[config.mk]
export PLATFORM = sky130hd
export DESIGN_NAME = srs_standby_seq
export DESIGN_NICKNAME = d
export VERILOG_FILES = /design/src/common/srs_pkg.sv /design/src/logic/srs_standby_seq.sv /design/src/logic/srs_sync.sv /design/src/logic/srs_wait_timer.sv
export SDC_FILE = /design/constraint.sdc
export NUM_CORES = 1
export LEC_CHECK = 0
export BUFFER_PORTS_ARGS = -buffer_cell sky130_fd_sc_hd__buf_2
export CELL_PAD_IN_SITES_DETAIL_PLACEMENT = 1
export CELL_PAD_IN_SITES_GLOBAL_PLACEMENT = 1
export CORE_UTILIZATION = 30
export CTS_BUF_LIST = sky130_fd_sc_hd__clkbuf_2
export DETAILED_ROUTE_END_ITERATION = 12
export GPL_TIMING_DRIVEN = 0
export PLACE_DENSITY_LB_ADDON = 0.1
export SYNTH_ARGS = -nofsm -noshare
export SYNTH_HDL_FRONTEND = slang
export SYNTH_SLANG_ARGS = --single-unit
[constraint.sdc]
create_clock -name clock -period 5.1 [get_ports clock]
set_clock_uncertainty 0.15 [all_clocks]
set_input_delay 0 -clock clock [delete_from_list [all_inputs] [get_ports clock]]
set_output_delay 0 -clock clock [all_outputs]
set_load 0.01 [all_outputs]
[src/common/srs_pkg.sv]
/*
 Shared constants for the standby release and reset sequencer: APB
 offsets, field positions, reset values, settling times and states.
 Assumes a single 40 MHz system clock that also stands for the main
 oscillator period when settling waits are counted.
*/
package srs_pkg;

	// Clock and settling times
	localparam int SRS_CLK_PERIOD_NS   = 25;
	localparam int SRS_RESET_WAIT_NS   = 31300000;
	localparam int SRS_RESET_WAIT_CYC  = SRS_RESET_WAIT_NS / SRS_CLK_PERIOD_NS;
	localparam int SRS_WAIT_EXP_A      = 20;
	localparam int SRS_WAIT_EXP_B      = 17;
	localparam int SRS_WAIT_EXP_C      = 15;
	localparam int SRS_WAIT_EXP_D      = 13;
	localparam int SRS_WAIT_A_CYC      = 2 ** SRS_WAIT_EXP_A;
	localparam int SRS_WAIT_B_CYC      = 2 ** SRS_WAIT_EXP_B;
	localparam int SRS_WAIT_C_CYC      = 2 ** SRS_WAIT_EXP_C;
	localparam int SRS_WAIT_D_CYC      = 2 ** SRS_WAIT_EXP_D;
	localparam int SRS_VECTOR_DELAY    = 2;

	// Wait select codes, bits [2:0] of interval_timer_mode
	localparam logic [2:0] SRS_CODE_A = 3'h0;
	localparam logic [2:0] SRS_CODE_B = 3'h3;
	localparam logic [2:0] SRS_CODE_C = 3'h5;
	localparam logic [2:0] SRS_CODE_D = 3'h7;

	// Register byte offsets
	localparam logic [11:0] SRS_OFS_PCC  = 12'h000;
	localparam logic [11:0] SRS_OFS_ITM  = 12'h004;
	localparam logic [11:0] SRS_OFS_WTM  = 12'h008;
	localparam logic [11:0] SRS_OFS_BANK = 12'h00c;
	localparam logic [11:0] SRS_OFS_PSW  = 12'h010;
	localparam logic [11:0] SRS_OFS_STAT = 12'h014;

	// Field positions
	localparam int SRS_PCC_STOP_BIT = 3;
	localparam int SRS_PCC_HALT_BIT = 2;
	localparam int SRS_ROM_RBE_BIT  = 6;
	localparam int SRS_ROM_MBE_BIT  = 7;
	localparam int SRS_PC_HI_W      = 6;
	localparam int SRS_RBS_LSB      = 4;

	// Values after reset
	localparam logic [1:0] SRS_PCC_RST  = 2'h0;
	localparam logic [3:0] SRS_ITM_RST  = 4'h0;
	localparam logic [7:0] SRS_WTM_RST  = 8'h00;
	localparam logic [3:0] SRS_MBS_RST  = 4'h0;
	localparam logic [1:0] SRS_RBS_RST  = 2'h0;
	localparam logic [1:0] SRS_NEST_RST = 2'h0;
	localparam logic [2:0] SRS_SKIP_RST = 3'h0;

	// Sequencer states
	typedef enum logic [2:0] {
		SRS_RUN       = 3'b000,
		SRS_HALT      = 3'b001,
		SRS_STOP      = 3'b010,
		SRS_OSC_START = 3'b011,
		SRS_SETTLE    = 3'b100,
		SRS_RST_HOLD  = 3'b101
	} srs_state_e;

endpackage

[src/logic/srs_standby_seq.sv]
/*
 Standby release and reset sequencer: stop/halt entry, release by
 reset pin or enabled interrupt, oscillator settling wait, post-release
 resume or vectored interrupt, and reset-state loading, with an APB
 slave for its registers.
 Assumes irq and rom inputs come from logic on the same clock, while
 the reset pin and oscillator-running level come from outside.
*/
`timescale 1ns/1ps
module srs_standby_seq
	import srs_pkg::*;
#(
	parameter int NUM_IRQ    = 8,
	parameter int WATCH_IDX  = 0,
	parameter int EXT2_IDX   = 1,
	parameter int CNT_W      = 22,
	parameter int WAIT_A_CYC = SRS_WAIT_A_CYC,
	parameter int WAIT_B_CYC = SRS_WAIT_B_CYC,
	parameter int WAIT_C_CYC = SRS_WAIT_C_CYC,
	parameter int WAIT_D_CYC = SRS_WAIT_D_CYC,
	parameter int RESET_WAIT = SRS_RESET_WAIT_CYC
) (
	// Clock and reset
	input  wire logic               clock,
	input  wire logic               arst_n,
	// APB slave
	input  wire logic               psel,
	input  wire logic               penable,
	input  wire logic               pwrite,
	input  wire logic [11:0]        paddr,
	input  wire logic [31:0]        pwdata,
	output logic      [31:0]        prdata,
	output logic                    pready,
	output logic                    pslverr,
	// Pins
	input  wire logic               resetPin_n,
	input  wire logic               oscRunning,
	output logic                    oscEnable,
	// Interrupt sources
	input  wire logic [NUM_IRQ-1:0] irqReq,
	input  wire logic [NUM_IRQ-1:0] irqEn,
	input  wire logic               global_irq_enable,
	// CPU core
	input  wire logic [7:0]         romByte0,
	input  wire logic [7:0]         romByte1,
	input  wire logic               instrDone,
	output logic                    cpuClockEnable,
	output logic                    resumeNext,
	output logic                    takeVector,
	output logic                    pcLoad,
	output logic      [13:0]        program_counter,
	output logic                    reg_bank_enable,
	output logic                    mem_bank_enable,
	output logic                    regsRetained,
	output logic      [NUM_IRQ-1:0] wakeCause,
	// Reset-cleared state
	output logic      [3:0]         interval_timer_mode,
	output logic      [7:0]         watch_timer_mode,
	output logic      [3:0]         mem_bank_select,
	output logic      [1:0]         reg_bank_select,
	output logic      [1:0]         nestStatus,
	output logic      [2:0]         skipFlags
);

	srs_state_e       state;
	logic             rstPinSync_n;
	logic             oscSync;
	logic             rstPath;
	logic             timerLoad;
	logic [CNT_W-1:0] timerVal;
	logic             timerDone;
	logic [1:0]       pccClock;
	logic [1:0]       vecCount;
	logic             vecArmed;
	logic             wake;
	logic             apbWrite;
	logic             apbSetup;
	logic             rstClear;
	logic             settleDone;
	logic             wakeVectorable;
	logic [NUM_IRQ-1:0] noVecMask;

	// Reset pin and oscillator status come from outside
	srs_sync #(.RST_VAL(1'b0)) u_rst_sync (
		.clock   (clock),
		.arst_n  (arst_n),
		.rawIn   (resetPin_n),
		.syncOut (rstPinSync_n)
	);

	srs_sync #(.RST_VAL(1'b0)) u_osc_sync (
		.clock   (clock),
		.arst_n  (arst_n),
		.rawIn   (oscRunning),
		.syncOut (oscSync)
	);

	srs_wait_timer #(.CNT_W(CNT_W)) u_wait (
		.clock   (clock),
		.arst_n  (arst_n),
		.load    (timerLoad),
		.loadVal (timerVal),
		.expired (timerDone)
	);

	// Wait select decode; prohibited codes fall back to the longest
	function automatic logic [CNT_W-1:0] waitFor(input logic [3:0] mode);
		logic [CNT_W-1:0] n;
		n = CNT_W'(WAIT_A_CYC);
		case (mode[2:0]) // bit 3 ignored
			SRS_CODE_A: n = CNT_W'(WAIT_A_CYC);
			SRS_CODE_B: n = CNT_W'(WAIT_B_CYC);
			SRS_CODE_C: n = CNT_W'(WAIT_C_CYC);
			SRS_CODE_D: n = CNT_W'(WAIT_D_CYC);
			default:    n = CNT_W'(WAIT_A_CYC);
		endcase
		return n;
	endfunction

	// Common decodes
	assign wake       = |(irqReq & irqEn);
	assign apbSetup   = psel && !penable;
	assign apbWrite   = psel && penable && pready && pwrite && !pslverr;
	assign rstClear   = (state == SRS_RST_HOLD);
	assign settleDone = (state == SRS_SETTLE) && timerDone;

	// Sources that never vector on release
	always_comb begin
		noVecMask = '0;
		noVecMask[WATCH_IDX] = 1'b1;
		noVecMask[EXT2_IDX]  = 1'b1;
	end
	assign wakeVectorable = |(wakeCause & ~noVecMask);

	// Timer load: count starts on entering the settle state
	always_comb begin
		timerLoad = 1'b0;
		timerVal  = '0;
		if (state == SRS_OSC_START && oscSync) begin
			timerLoad = 1'b1;
			timerVal  = rstPath ? CNT_W'(RESET_WAIT)
			                    : waitFor(interval_timer_mode);
		end else if (state == SRS_RST_HOLD && rstPinSync_n && oscSync) begin
			timerLoad = 1'b1;
			timerVal  = CNT_W'(RESET_WAIT);
		end else if (state == SRS_RUN && apbWrite
		             && paddr == SRS_OFS_PCC
		             && pwdata[SRS_PCC_STOP_BIT] && wake) begin
			timerLoad = 1'b1;
			timerVal  = waitFor(interval_timer_mode);
		end
	end

	// Main sequencer
	always_ff @(posedge clock or negedge arst_n) begin
		if (!arst_n) begin
			state   <= SRS_RST_HOLD;
			rstPath <= 1'b1;
		end else if (!rstPinSync_n) begin
			state   <= SRS_RST_HOLD;
			rstPath <= 1'b1;
		end else begin
			case (state)
				SRS_RUN: begin
					if (apbWrite && paddr == SRS_OFS_PCC) begin
						if (pwdata[SRS_PCC_STOP_BIT]) begin
							// Oscillator never stops if already woken
							state <= wake ? SRS_SETTLE : SRS_STOP;
						end else if (pwdata[SRS_PCC_HALT_BIT]) begin
							state <= SRS_HALT;
						end
					end
					rstPath <= 1'b0;
				end
				SRS_HALT: begin
					if (wake) begin
						state <= SRS_RUN;
					end
				end
				SRS_STOP: begin
					// Stale synced running level must drop first
					if (wake && !oscSync) begin
						state <= SRS_OSC_START;
					end
				end
				SRS_OSC_START: begin
					if (oscSync) begin
						state <= SRS_SETTLE;
					end
				end
				SRS_SETTLE: begin
					if (timerDone) begin
						state <= SRS_RUN;
					end
				end
				SRS_RST_HOLD: begin
					state <= oscSync ? SRS_SETTLE : SRS_OSC_START;
				end
				default: state <= SRS_RST_HOLD;
			endcase
		end
	end

	// Oscillator and CPU clock gating
	always_ff @(posedge clock or negedge arst_n) begin
		if (!arst_n) begin
			oscEnable      <= 1'b1;
			cpuClockEnable <= 1'b0;
		end else begin
			oscEnable      <= !(state == SRS_STOP && rstPinSync_n
			                    && !(wake && !oscSync));
			cpuClockEnable <= rstPinSync_n
			                  && (state == SRS_RUN && !timerLoad
			                      && !(apbWrite && paddr == SRS_OFS_PCC
			                           && pwdata[SRS_PCC_HALT_BIT])
			                      || state == SRS_HALT && wake
			                      || settleDone);
		end
	end

	// Latch the waking requests for the release decision
	always_ff @(posedge clock or negedge arst_n) begin
		if (!arst_n) begin
			wakeCause <= '0;
		end else if (rstClear) begin
			wakeCause <= '0;
		end else if ((state == SRS_HALT || state == SRS_STOP) && wake) begin
			wakeCause <= irqReq & irqEn;
		end else if (state == SRS_RUN && timerLoad) begin
			wakeCause <= irqReq & irqEn;
		end
	end

	// Release actions: resume pulse, and vector after two instructions.
	// No request flag is cleared here, so a masked cause stays set.
	always_ff @(posedge clock or negedge arst_n) begin
		if (!arst_n) begin
			resumeNext <= 1'b0;
			takeVector <= 1'b0;
			vecArmed   <= 1'b0;
			vecCount   <= 2'h0;
		end else begin
			resumeNext <= 1'b0;
			takeVector <= 1'b0;
			if (rstClear) begin
				vecArmed <= 1'b0;
			end else if ((state == SRS_HALT && wake
			              || settleDone && !rstPath)) begin
				resumeNext <= 1'b1;
				// Cause latched this cycle when leaving halt
				if (global_irq_enable
				    && (state == SRS_HALT
				        ? |(irqReq & irqEn & ~noVecMask)
				        : wakeVectorable)) begin
					vecArmed <= 1'b1;
					vecCount <= 2'(SRS_VECTOR_DELAY);
				end
			end else if (vecArmed && instrDone) begin
				if (vecCount == 2'h1) begin
					vecArmed   <= 1'b0;
					takeVector <= 1'b1;
				end
				vecCount <= vecCount - 2'h1;
			end
		end
	end

	// Reset completion loads vector address and bank enables
	always_ff @(posedge clock or negedge arst_n) begin
		if (!arst_n) begin
			pcLoad          <= 1'b0;
			program_counter <= 14'h0000;
			reg_bank_enable <= 1'b0;
			mem_bank_enable <= 1'b0;
		end else begin
			pcLoad <= settleDone && rstPath && rstPinSync_n;
			if (settleDone && rstPath) begin
				program_counter <= {romByte0[SRS_PC_HI_W-1:0], romByte1};
				reg_bank_enable <= romByte0[SRS_ROM_RBE_BIT];
				mem_bank_enable <= romByte0[SRS_ROM_MBE_BIT];
			end
		end
	end

	// Register retention depends on the state the reset met
	always_ff @(posedge clock or negedge arst_n) begin
		if (!arst_n) begin
			regsRetained <= 1'b0;
		end else if (!rstPinSync_n && state != SRS_RST_HOLD) begin
			regsRetained <= (state == SRS_HALT || state == SRS_STOP
			                 || state == SRS_OSC_START);
		end
	end

	// Software registers; the reset pin clears them
	always_ff @(posedge clock or negedge arst_n) begin
		if (!arst_n) begin
			pccClock            <= SRS_PCC_RST;
			interval_timer_mode <= SRS_ITM_RST;
			watch_timer_mode    <= SRS_WTM_RST;
			mem_bank_select     <= SRS_MBS_RST;
			reg_bank_select     <= SRS_RBS_RST;
			nestStatus          <= SRS_NEST_RST;
			skipFlags           <= SRS_SKIP_RST;
		end else if (rstClear) begin
			pccClock            <= SRS_PCC_RST;
			interval_timer_mode <= SRS_ITM_RST;
			watch_timer_mode    <= SRS_WTM_RST;
			mem_bank_select     <= SRS_MBS_RST;
			reg_bank_select     <= SRS_RBS_RST;
			nestStatus          <= SRS_NEST_RST;
			skipFlags           <= SRS_SKIP_RST;
		end else if (apbWrite) begin
			case (paddr)
				SRS_OFS_PCC:  pccClock <= pwdata[1:0];
				SRS_OFS_ITM:  interval_timer_mode <= pwdata[3:0];
				SRS_OFS_WTM:  watch_timer_mode <= pwdata[7:0];
				SRS_OFS_BANK: begin
					mem_bank_select <= pwdata[3:0];
					reg_bank_select <= pwdata[SRS_RBS_LSB+1:SRS_RBS_LSB];
				end
				SRS_OFS_PSW: begin
					nestStatus <= pwdata[1:0];
					skipFlags  <= pwdata[4:2];
				end
				default: ;
			endcase
		end
	end

	// APB answer one cycle after setup; data sampled at setup
	always_ff @(posedge clock or negedge arst_n) begin
		if (!arst_n) begin
			pready  <= 1'b0;
			pslverr <= 1'b0;
			prdata  <= 32'h0000_0000;
		end else begin
			pready  <= apbSetup;
			pslverr <= 1'b0;
			prdata  <= 32'h0000_0000;
			if (apbSetup) begin
				case (paddr)
					SRS_OFS_PCC: prdata <= {28'h0,
					                        state == SRS_STOP,
					                        state == SRS_HALT, pccClock};
					SRS_OFS_ITM:  prdata <= {28'h0, interval_timer_mode};
					SRS_OFS_WTM:  prdata <= {24'h0, watch_timer_mode};
					SRS_OFS_BANK: prdata <= {26'h0, reg_bank_select,
					                         mem_bank_select};
					SRS_OFS_PSW:  prdata <= {27'h0, skipFlags, nestStatus};
					SRS_OFS_STAT: prdata <= {16'h0, 8'(wakeCause),
					                         3'h0, regsRetained,
					                         rstPath, state};
					default:      pslverr <= 1'b1;
				endcase
			end
		end
	end

endmodule

[src/logic/srs_sync.sv]
/*
 Three-stage input synchroniser with agreement filter.
 Assumes the input is asynchronous to clock; the output changes only
 when the second and third stages agree.
*/
`timescale 1ns/1ps
module srs_sync #(
	parameter logic RST_VAL = 1'b0
) (
	// Clock and reset
	input  wire logic clock,
	input  wire logic arst_n,
	// Raw and filtered level
	input  wire logic rawIn,
	output logic      syncOut
);

	logic stage1;
	logic stage2;
	logic stage3;

	// Shift chain; stage1 feeds stage2 only
	always_ff @(posedge clock or negedge arst_n) begin
		if (!arst_n) begin
			stage1 <= RST_VAL;
			stage2 <= RST_VAL;
			stage3 <= RST_VAL;
		end else begin
			stage1 <= rawIn;
			stage2 <= stage1;
			stage3 <= stage2;
		end
	end

	// Filtered output follows once two stages agree
	always_ff @(posedge clock or negedge arst_n) begin
		if (!arst_n) begin
			syncOut <= RST_VAL;
		end else if (stage2 == stage3) begin
			syncOut <= stage3;
		end
	end

endmodule

[src/logic/srs_wait_timer.sv]
/*
 Down counter for settling waits.
 Assumes the owner pulses load with the cycle count; expired is high
 once that many cycles have passed and stays high until the next load.
*/
`timescale 1ns/1ps
module srs_wait_timer #(
	parameter int CNT_W = 22
) (
	// Clock and reset
	input  wire logic             clock,
	input  wire logic             arst_n,
	// Control
	input  wire logic             load,
	input  wire logic [CNT_W-1:0] loadVal,
	// Status
	output logic                  expired
);

	logic [CNT_W-1:0] count;

	// Load wins over counting
	always_ff @(posedge clock or negedge arst_n) begin
		if (!arst_n) begin
			count <= '0;
		end else if (load) begin
			count <= loadVal;
		end else if (count != '0) begin
			count <= count - CNT_W'(1);
		end
	end

	assign expired = (count == '0) && !load;

endmodule

; ---- Word-level counts from Yosys, hierarchy flattened
; Cells that the tools add are included.
[op_classes]
n_addsub = 2
multipliers = 0
div = 0
magnitude_cmp = 0
n_eq_ne = 26
shift = 0
muxes = 66
n_bitwise = 2
n_reduce_logical = 72
[ops]
columns = cell, n
row1 = one-hot mux 16 bit (6 select lines), 1
row2 = two-way mux 22 bit, 4
row3 = one-hot mux 21 bit (3 select lines), 1
row4 = two-way mux 8 bit, 6
row5 = two-way mux 21 bit, 2
row6 = two-way mux 3 bit, 13
row7 = logical AND 1 bit, 31
row8 = "== test 12 x 4 -> 1 bit, second input constant", 2
row9 = "== test 12 x 5 -> 1 bit, second input constant", 2
row10 = two-way mux 2 bit, 12
row11 = two-way mux 4 bit, 6
row12 = zero test 22 bit, 1
row13 = nonzero test 22 bit, 1
row14 = "subtractor 22 x 1 -> 22 bit, second input constant", 1
row15 = two-way mux 1 bit, 19
row16 = one-hot mux 3 bit (6 select lines), 1
row17 = OR reduction 6 bit, 3
row18 = two-way mux 16 bit, 1
row19 = nonzero test 2 bit, 8
row20 = "!= test 3 bit, second input constant", 5
row21 = "== test 12 x 3 -> 1 bit, second input constant", 1
row22 = "== test 3 bit, second input constant", 4
row23 = zero test 12 bit, 1
row24 = AND reduction 2 bit, 5
row25 = other kinds (18), 37
[totals]
regBits = 126
latch_bits = 0
mem_bits_rw = 0
rom_bits = 0
input_bits = 85
output_inout_bits = 87
elab_cells = 201
n_memories = 0

; ---- Logic depth before layout (Yosys ltp)
; Gate-level depths: netlist (run 1).
[logic_depth]
ltp_word = 18
ltp_mapped = 9
ltp_nobuf = 9

; ---- Cells and area by module
; From an unflattened synthesis (run 1), not the netlist that was laid out.
[hier_totals]
cells_unflattened = 539
hier_area_um2 = 5584.1
[by_module_without_submodules]
columns = mod, n_inst, cells_per_inst, area_per_inst_um2, seq_area_each_um2
row1 = srs_standby_seq, 1, 375, 3915.0, 2006.9
row2 = srs_wait_timer, 1, 154, 1446.4, 550.5
row3 = srs_sync, 2, 5, 111.4, 100.1

; ---- Worst setup path before layout (run 1)
; OpenSTA, ideal clock, no wires.
[synth_path]
path_type = reg-to-reg
start = reg u_wait.count[0]
end = reg program_counter[10]
setup_ns = 0.125
t_arrival_ns = 2.290
required_time_ns = 4.825
slack_ns = 2.535
path_stages_with_launch = 9
n_path_buf = 1
period_less_slack_ns = 2.565
path_cell_list = dfrtp_1 > inv_1 > ha_1 > or4b_1 > nor4_4 > nand3_4 > nor2_4 > buf_8 > mux2_4
[synth_between]
elab_chain_len = 4
[synth_lines]
columns = item, line_no
row1 = start: declaration, srs_wait_timer.sv:20  ; logic [CNT_W-1:0] count;
row2 = start signal: assignment, srs_wait_timer.sv:27  ; count <= loadVal;
row3 = start signal: assignment, srs_wait_timer.sv:29  ; count <= count - CNT_W'(1);
row4 = zero test 22 bit, srs_wait_timer.sv:33  ; assign expired = (count == '0) && !load;
row5 = logical AND 1 bit, srs_wait_timer.sv:33
row6 = logical AND 1 bit, srs_standby_seq.sv:125  ; assign settleDone = (state == SRS_SETTLE) && timerDone;
row7 = logical AND 1 bit, srs_standby_seq.sv:277  ; if (settleDone && rstPath) begin
row8 = end signal: assignment, srs_standby_seq.sv:278  ; program_counter <= {romByte0[SRS_PC_HI_W-1:0], romByte1};
row9 = end: declaration, srs_standby_seq.sv:51  ; output logic [13:0] program_counter,
; No other way between the ends.
; A chain may end at the register's enable or synchronous reset.

; ---- Final worst setup path (run 1)
[layout_path]
start = in paddr[6]
end = reg wakeCause[6]
[layout_between]
elab_chain_len = 9
[layout_lines]
columns = item, line_no
row1 = start: declaration, srs_standby_seq.sv:30  ; input wire logic [11:0] paddr,
row2 = zero test 12 bit, srs_standby_seq.sv:147  ; && paddr == SRS_OFS_PCC
row3 = logical AND 1 bit, srs_standby_seq.sv:147
row4 = logical AND 1 bit (2 in series), srs_standby_seq.sv:148  ; && pwdata[SRS_PCC_STOP_BIT] && wake) begin
row5 = two-way mux 1 bit, srs_standby_seq.sv:146  ; end else if (state == SRS_RUN && apbWrite
row6 = two-way mux 1 bit, srs_standby_seq.sv:143  ; end else if (state == SRS_RST_HOLD && rstPinSync_n && oscSync) begin
row7 = two-way mux 1 bit, srs_standby_seq.sv:139  ; if (state == SRS_OSC_START && oscSync) begin
row8 = logical AND 1 bit, srs_standby_seq.sv:229  ; end else if (state == SRS_RUN && timerLoad) begin
row9 = nonzero test 3 bit (no line), --
row10 = end signal: assignment, srs_standby_seq.sv:228  ; wakeCause <= irqReq & irqEn;
row11 = end signal: assignment, srs_standby_seq.sv:230  ; wakeCause <= irqReq & irqEn;
row12 = end: declaration, srs_standby_seq.sv:55  ; output logic [NUM_IRQ-1:0] wakeCause,
; No other way between the ends.

==> flow_summary.ini, run 1 <==
[global_route]
gr-total-overflow = 0
grtUsageTotal_pct = 19.82
antenna_found_initial = 1
grt_pass1_wl_mm = 27.87
grt_pass1_vias = 5275
grt_max_degree = 75

[floorplanning]
die_w_um = 134.9
row_count = 48
io_pins = 172
die_h_um = 134.9
start_util_pct = 30.64
core-area_um2 = 17300
die_area_um2 = 18200

[layout]
area_growth_pct = 44.34
final_cells = 1010
drive_above_1_share_pct = 26.40
seq_area_um2 = 2758
multiInputGateArea_um2 = 2350
utilization_pct = 44.22
nets = 866
fillers = 2001

[synth]
synth.most_common_cell = dfrtp_1
synth-edff-count = 0
synth_top_cell_by_area = dfrtp_1
syn_inst = 499
synth.cell_area_um2 = 5299
ys_top_cells_by_count = 106 x dfrtp_1, 70 x nor2_1, 36 x nand2_1, 30 x mux2i_1, 19 x nand3_1
yosysTopAreaCellShare_pct = 50.06
synth.distinct_cells = 65
synthFlopType = dfrtp_1
syn_area_per_cell_um2 = 10.62
ys_seq_elements = 110
yosys_warnings = 0
ys_seq_area_share_pct = 52.04
synth_area_leaders = dfrtp_1 50%, mux2i_1 5.7%, nor2_1 5.0%
async_flop_share_pct = 100.0

[route]
first_iter_violations = 147
wirelength_mm = 16.96
wire_per_inst_um = 16.80
drt_first_pass_iters = 5
drc = 0
via_count = 4803
ant_nets = 0
viasPerCell = 4.755

[worst_hold_path]
hp-class = in -> reg

[sta]
fmax_ghz = 0.2481
timing.slew.headroom_pct = 42.28
min_period_over_period_pct = 79.05
grt_setup_unrepaired = false
setup_tns_ps = 0
hold_violations = 0
worstMarginPinSlew_ps = 857.9
drv_slew = 0
setup_viol_count_final = 0
period_needed_ps = 4031
hold_slack_ps = 88.97
setup_slack_ps = 1069

[clock_tree]
clk_latency_ps = 630
clock-sinks = 110
htree_levels = 3
path_clk_slew_ps = 310
cts_tree = built
clockRootBuffer = clkbuf_2
cts_buffers = 9
cts.path.max_buffers = 2
postCtsSetupRepairBufs = 0

[worst_setup_path]
cp_common_cell = dlygate4sd3_1
cp.arrival_ps = 4450
worstSetupStartpointType = primary input
cp_slowest_stage_delay_ps = 600
slowest_stage = dlygate4sd3_1
cp_top_family = buffers and inverters
crit_buf_inv = 7
required_ps = 5520
crit_type = in -> reg
crit_path_end_kind = flip-flop
path_max_fanout = 10
critical_path.cell_chain = dlygate4sd3_1 -> buf_2 -> nor2_1 -> dlygate4sd3_1 -> and3_1 -> dlygate4sd3_1 -> clkbuf_1 -> a41oi_1 -> nor2_1 -> o221ai_1 -> clkbuf_1 -> nand2_1 -> o21ai_0 -> dlygate4sd3_1

[run]
maxCapViolCount = 0

[power]
p_sw_share_pct = 38.94
clockPowerShare_pct = 14.8
internal_power_mw = 1.467
p_seq_share_pct = 47.2
power.switching_mw = 0.9351
power.density_nw_per_um2 = 314.0
vdd_drop_max_uv = 137.3
combPwrFrac_pct = 38.0
leakage_nw = 3.720

[placement]
dp_hpwl_mm = 11.02
post-place-ws_ps = 2156
numPortBuffers = 131
place_congestion = 0.8129
dp_cells = 871

[outcome]
status = finished clean
[area by class of cell]
cell class                 count  share of cell area, %
sequential                   110                  36.05
multi-input combinational    359                  30.72
timing repair buffer         254                  25.11
tap                          225                  3.681
buffer                        37                  2.846
clock buffer                  10                 0.6543
clock inverter                 6                 0.5071
inverter                       8                 0.3926
antenna                        1                0.03272
[stage by stage]
| step | power (mW) | cell area (um2) |
|---|---|---|
| CTS | 2.423 | 7646 |
| floorplan | 1.641 | 5355 |
| detailed placement | 1.926 | 6326 |
| finish | 2.402 | 7649 |
| global placement | 1.896 | 6292 |
| global route | 2.595 | 7649 |
[power by group through the flow]
stage | registers, mW | logic (mW) | clock network [mW]
6_report | 1.13 | 0.914 | 0.355
5_1_grt | 1.15 | 1.03 | 0.414
4_1_cts | 1.13 | 0.908 | 0.384
3_5_place_dp | 1.15 | 0.780 | 0
3_3_place_gp | 1.14 | 0.755 | 0
2_1_floorplan | 1.13 | 0.507 | 0
[layout by cell type (no fill, tap or decap), types with 4 or more instances in the layout]
cell           netlist  routed
dfrtp_1            106     106
dfstp_2              4       4
and2_1              12      12
a21oi_1             17      17
mux2_2              14      14
xnor2_1              8       8
nand2b_1             7       7
conb_1               1      16
buf_2                0     130
mux2i_1             30      30
nand3_1             19      19
clkbuf_2             0      10
nor2b_1              4       4
inv_1                8       8
and3_1               4       4
nor4_1               9       9
buf_4               16      16
mux2_4              10      10
o21ai_0             14      14
nor3_1               9       9
dlygate4sd3_1        0     121
nor2_1              70      70
clkbuf_1            18      18
xor2_1               9       9
a31oi_1              5       5
nand4_1             10      10
nand2_1             36      36
[flip-flops by register name, summed over array words and instances, names as in the netlist, 2 cells and up]
register	cells
pccClock	2
state	3
wakeCause	8
vecCount	2
program_counter	14
watch_timer_mode	8
mem_bank_select	4
u_wait.count	22
reg_bank_select	2
skipFlags	3
prdata	16
interval_timer_mode	4
nestStatus	2
[tightest hold or removal path, stage by stage]
cell	delay, ps
dlygate4sd3_1	530
buf_2	180
mux2i_1	130
nor2_1	50
[worst paths after layout]
| path | start | end | slack [ps] | cells past startpoint |
|---|---|---|---|---|
| worst max-delay path | paddr[6] | wakeCause[6] | 1070 | 14 |
| worst min-delay path | pwdata[1] | mem_bank_select[1] | 90 | 4 |
| worst max register to register | u_wait.count[0] | vecArmed | 1460 | 10 |
| worst min register to register | u_rst_sync.stage1 | u_rst_sync.stage2 | 240 | 0 |
| max in group asynchronous | arst_n | prdata[6] | 3950 | 5 |
| min in group asynchronous | arst_n | wakeCause[3] | 210 | 4 |
[logic make-up after synthesis]
group           count (synthesis)  share of synthesized area (%)
simple gates                  206                          20.40
flops                         110                          52.04
compound gates                 62                          7.675
mux                            54                          11.48
buf+inv                        45                          4.675
xor+xnor                       17                          2.810
fa+ha+maj                       4                         0.8500
other cells                     1                        0.07077
[layer usage]
layer  vias up  share of wire, %  track usage, %
li1       2283                 -               -
met1      2404                43           23.77
met3        17               3.7           4.542
met4         0               1.4           4.869
met2        99                52           35.65
met5         -                 0               0
[what timing repair did]
item | CTS | global route
gates resized for setup | 0 | 0
hold buffers | 122 | 0
endpoints found under the hold margin | 182 | 0
Power figures use the tool's default switching activity.
==> run 2, diff against run 1 <==
==> constraint.sdc (replaced) <==
create_clock -name clock -period 3.3 [get_ports clock]
set_clock_uncertainty 0.15 [all_clocks]
set_input_delay 0 -clock clock [delete_from_list [all_inputs] [get_ports clock]]
set_output_delay 0 -clock clock [all_outputs]
set_load 0.01 [all_outputs]
==> run 2 against run 1 <==
Compared with the run above:
- utilization is 0.40 points higher
- combinational power is 60% higher
- hold slack worse by 9.3 ps
- via count is 0.98% higher
- critical path type unchanged
==> flow_summary.ini, run 2 (synthesis gave the netlist of run 1 again) <==
[worst_setup_path]
worstSetupStartpointType = primary input
required_ps = 3730
cp_top_family = buffers and inverters
slowest_stage = dlygate4sd3_1
reg2reg_depth = 8
crit_type = in -> reg
path_depth = 13
cp_common_cell = dlygate4sd3_1
path_max_fanout = 10
cp.arrival_ps = 3620
cp_slowest_stage_delay_ps = 610
critical_path.cell_chain = dlygate4sd3_1 -> buf_2 -> nor2_1 -> dlygate4sd3_1 -> and3_1 -> clkbuf_1 -> a41oi_1 -> nor2_1 -> o221ai_2 -> clkbuf_1 -> nand2_1 -> o21ai_0 -> dlygate4sd3_1
crit_buf_inv = 6
crit_path_end_kind = flip-flop

[placement]
place_congestion = 0.8129
placed_area_um2 = 6326
dp_hpwl_mm = 11.02
numPortBuffers = 131
post-place-ws_ps = 355.5

[power]
power.density_nw_per_um2 = 487.7
leakage_nw = 3.762
clockPowerShare_pct = 14.7
p_sw_share_pct = 39.02
report.power.total_mw = 3.764
power.switching_mw = 1.468
combPwrFrac_pct = 38.8
internal_power_mw = 2.295
p_seq_share_pct = 46.6
vdd_drop_max_uv = 212.5

[clock_tree]
cts_buffers = 9
clk_latency_ps = 640
cts_tree = built
path_clk_slew_ps = 310
clock-sinks = 110
clockRootBuffer = clkbuf_2
cts.path.max_buffers = 2
htree_levels = 3

[sta]
hold_slack_ps = 79.67
fmax_ghz = 0.3130
setup_slack_ps = 105.1
worstMarginPinSlew_ps = 876.1
drv_slew = 0
timing.slew.headroom_pct = 41.05
setup_viol_count_final = 0
hold_violations = 0
period_needed_ps = 3195
min_period_over_period_pct = 96.81

[route]
wirelength_mm = 17.23
viasPerCell = 4.774
drt_first_pass_iters = 4
ant_nets = 0
via_count = 4850
first_iter_violations = 172
drc = 0
wire_per_inst_um = 16.96

[layout]
largest_reg_flops = 22
area_growth_pct = 45.64
nets = 872
final_common_cell = buf_2
final_area_um2 = 7717
layout_common_cells = 130 x buf_2, 120 x dlygate4sd3_1, 106 x dfrtp_1
drive_above_1_share_pct = 27.59
largest_registers = u_wait.count x22, prdata x16, program_counter x14
utilization_pct = 44.62
largest_register = u_wait.count

[floorplanning]
start_util_pct = 30.64
core-area_um2 = 17300
die_h_um = 134.9
die_area_um2 = 18200
row_count = 48
io_pins = 172
die_w_um = 134.9

[outcome]
status = finished clean

[worst_hold_path]
min_path_cells = 4
hp-class = in -> reg

[global_route]
grt_max_degree = 75
grt_pass1_wl_mm = 27.87
gr-total-overflow = 0
grt_pass1_vias = 5292
grtUsageTotal_pct = 19.86
antenna_found_initial = 1

[run]
maxCapViolCount = 0
## run 2: power groups by stage
| stage | clock (mW) | sequential [mW] | combinational, mW |
|---|---|---|---|
| 4_1_cts | 0.594 | 1.75 | 1.39 |
| 3_3_place_gp | 0 | 1.76 | 1.17 |
| 5_1_grt | 0.641 | 1.78 | 1.64 |
| 2_1_floorplan | 0 | 1.75 | 0.784 |
| 6_report | 0.551 | 1.75 | 1.46 |
| 3_5_place_dp | 0 | 1.77 | 1.21 |
## run 2: final timing paths
check	startpoint	end	slack, ps
worst max-delay path	paddr[6]	wakeCause[7]	110
worst min-delay path	pwdata[1]	mem_bank_select[1]	80
worst max register to register	state[1]	wakeCause[7]	140
worst min register to register	u_rst_sync.stage1	u_rst_sync.stage2	240
max in group asynchronous	arst_n	pslverr	2160
min in group asynchronous	arst_n	wakeCause[3]	210
## run 2: worst min-delay path: stages
cell           delay, ps
dlygate4sd3_1        530
buf_2                170
mux2i_1              130
nor2_1                50
## run 2: area by class of cell
class,instances,area (um2)
Timing Repair Buffer,260,1968
Clock buffer,10,50.05
Clock inverter,6,38.79
Buffer,37,221.5
Antenna cell,1,2.502
Fill cell,1998,9579
Tap cell,225,281.5
Inverter,8,30.03
Sequential cell,110,2758
Multi-Input combinational cell,359,2367
## run 2: what timing repair did
action,CTS,global route
hold buffers,122,0
buffers inserted,0,6
resized for setup,0,10
setup endpoints to repair,0,12
hold endpoints to repair,182,0
## run 2: stage by stage
stage                     instances  setup TNS [ps]
after floorplan                 514               0
after global placement          870               0
after detailed placement        871               0
after CTS                      1009               0
after global routing           1016          -44.93
final                          1016               0
## run 2: metal layers
| layer | up-vias | wire [um] | track usage, % |
|---|---|---|---|
| met5 | - | 0 | 0 |
| met4 | 0 | 339 | 5.868 |
| met3 | 28 | 697 | 4.655 |
| met2 | 126 | 8850 | 35.42 |
| met1 | 2399 | 7341 | 23.62 |
| li1 | 2297 | - | - |
==> run 3, diff against run 2 <==
--- a/config.mk
+++ b/config.mk
@@ -5,12 +5,12 @@
 export SDC_FILE = /design/constraint.sdc
 export NUM_CORES = 1
 export LEC_CHECK = 0
-export BUFFER_PORTS_ARGS = -buffer_cell sky130_fd_sc_hd__buf_2
 export CELL_PAD_IN_SITES_DETAIL_PLACEMENT = 1
 export CELL_PAD_IN_SITES_GLOBAL_PLACEMENT = 1
 export CORE_UTILIZATION = 30
 export CTS_BUF_LIST = sky130_fd_sc_hd__clkbuf_2
 export DETAILED_ROUTE_END_ITERATION = 12
+export DONT_BUFFER_PORTS = 1
 export GPL_TIMING_DRIVEN = 0
 export PLACE_DENSITY_LB_ADDON = 0.1
 export SYNTH_ARGS = -nofsm -noshare
==> run 3 against run 2 <==
Compared with the run above:
- utilization decreased by 4.4 points
- clock-buffer cell count decreased by 1
- fmax increased by 1.4%
- sequential cell count unchanged
- clock power increased by 12%
- register-to-register slack about the same
- critical path depth decreased by 2
- hold slack got worse by 26 ps
- via count decreased by 11%
==> flow_summary.ini, run 3 (synthesis gave the netlist of run 1 again) <==
[outcome]
status = finished clean

[layout]
area_growth_pct = 31.24
seq_area_um2 = 2758
fillers = 1966
largest_register = u_wait.count
nets = 730
largest_registers = u_wait.count x22, prdata x16, program_counter x14
drive_above_1_share_pct = 12.65
final_common_cell = dlygate4sd3_1
final_area_um2 = 6954
layout_common_cells = 114 x dlygate4sd3_1, 106 x dfrtp_1, 70 x nor2_1
largest_reg_flops = 22
multiInputGateArea_um2 = 2367

[worst_setup_path]
crit_type = reg -> reg
slowest_stage = dlygate4sd3_1
worstSetupStartpointType = flip-flop
path_max_fanout = 9
critical_path.cell_chain = inv_1 -> ha_1 -> or4b_4 -> nor4_4 -> buf_4 -> nand3_4 -> o21ai_4 -> nand3_1 -> dlygate4sd3_1 -> nand2_1 -> o22a_1
crit_path_end_kind = flip-flop
cp.arrival_ps = 3600
cp_slowest_stage_delay_ps = 580
rrSetupSlack_ps = 150
required_ps = 3750

[global_route]
grt_pass1_wl_mm = 25.13
grtUsageTotal_pct = 18.10
grt_max_degree = 111
antenna_found_initial = 1
grt_pass1_vias = 4639
gr-total-overflow = 0

[clock_tree]
cts_tree = built
htree_levels = 3
clockRootBuffer = clkbuf_2
clock-sinks = 110
clk_latency_ps = 640
cts_buffers = 9
path_clk_slew_ps = 330
cts.path.max_buffers = 2

[route]
viasPerCell = 4.935
drc = 0
wirelength_mm = 15.92
drt_first_pass_iters = 5
wire_per_inst_um = 18.21
ant_nets = 0
via_count = 4313
first_iter_violations = 152

[sta]
timing.slew.headroom_pct = 43.33
drv_slew = 0
hold_slack_ps = 53.51
period_needed_ps = 3150
setup_viol_count_final = 0
worstMarginPinSlew_ps = 842.3
hold_violations = 0
min_period_over_period_pct = 95.45
fmax_ghz = 0.3175

[floorplanning]
die_area_um2 = 18200
die_w_um = 134.9
io_pins = 172
row_count = 48
die_h_um = 134.9
core-area_um2 = 17300
start_util_pct = 30.64

[power]
vdd_drop_max_uv = 201.6
power.switching_mw = 1.469
clockPowerShare_pct = 16.6
power.density_nw_per_um2 = 532.8
p_seq_share_pct = 48.3
leakage_nw = 3.089
p_sw_share_pct = 39.65
internal_power_mw = 2.236
combPwrFrac_pct = 35.1

[worst_hold_path]
hp-class = in -> reg

[run]
maxCapViolCount = 0

[placement]
placed_area_um2 = 5637
place_congestion = 0.7988
numPortBuffers = 0
dp_hpwl_mm = 10.27
-- run 3: cell types whose count changed in the layout (fill, tap and decap cells not counted), sizes merged --
cell          delta
buf            -134
dlygate4sd3      -6
dlymetal6s4s     -1
clkbuf           -2
clkinvlp         -3
clkinv           +1
inv              +3
-- run 3: metal layers --
| layer | up-vias | GRT usage (%) | share of wire (%) |
|---|---|---|---|
| met5 | - | 0 | 0 |
| met4 | 0 | 5.805 | 1.5 |
| met3 | 17 | 3.754 | 4.6 |
| met2 | 99 | 31.76 | 51 |
| met1 | 2181 | 22.08 | 43 |
| li1 | 2016 | - | - |
-- run 3: area by class of cell --
cell class	instances	area share (%)
Inverter	8	0.4318
Sequential cell	110	39.65
Antenna cell	1	0.03598
Tap cell	225	4.048
Clock buffer	9	0.6477
Timing Repair Buffer	119	17.24
Clock inverter	7	0.7917
Multi-Input combinational cell	359	34.04
Buffer	36	3.113
-- run 3: through the flow --
step                      setup TNS, ps  util (%)  cells  total power [mW]  setup WS (ps)
after global placement                0     32.59    739             2.814          359.2
after detailed placement              0     32.59    739             2.849          316.0
final                                 0     40.21    874             3.705          150.0
after global routing             -13.05     40.21    874             3.965         -13.05
after CTS                             0     39.92    870             3.700          12.67
after floorplan                       0         -    514             2.535          734.8
-- run 3: repair_timing --
action                                 CTS  global route
setup endpoints to repair                0            13
resized for setup                        0             7
hold buffers                           115             0
endpoints found under the hold margin  197             0
buffers inserted                         0             4
-- run 3: final timing paths --
check,from,end,cells after the start
setup / recovery,u_wait.count[0],vecCount[1],11
hold / removal,penable,reg_bank_select[0],5
setup reg to reg,u_wait.count[0],vecCount[1],11
hold reg to reg,u_rst_sync.stage1,u_rst_sync.stage2,0
max in group asynchronous,arst_n,u_rst_sync.stage1,3
min in group asynchronous,arst_n,wakeCause[2],3
-- run 3: critical path, delay by kind of cell, from the launching register on --
family,cells,cell delay (ps)
buffers and inverters,3,830
and+or+nand+nor,5,1120
AOI/OAI and AO/OA,2,380
adders and majority gates,1,160
DFF,1,470
-- run 3: power by group through the flow --
stage | Sequential [mW] | Clock (mW) | Combinational [mW]
after floorplan | 1.75 | 0 | 0.784
after global placement | 1.81 | 0 | 1.00
after detailed placement | 1.82 | 0 | 1.03
after CTS | 1.79 | 0.655 | 1.25
after global routing | 1.82 | 0.693 | 1.45
final | 1.79 | 0.615 | 1.30
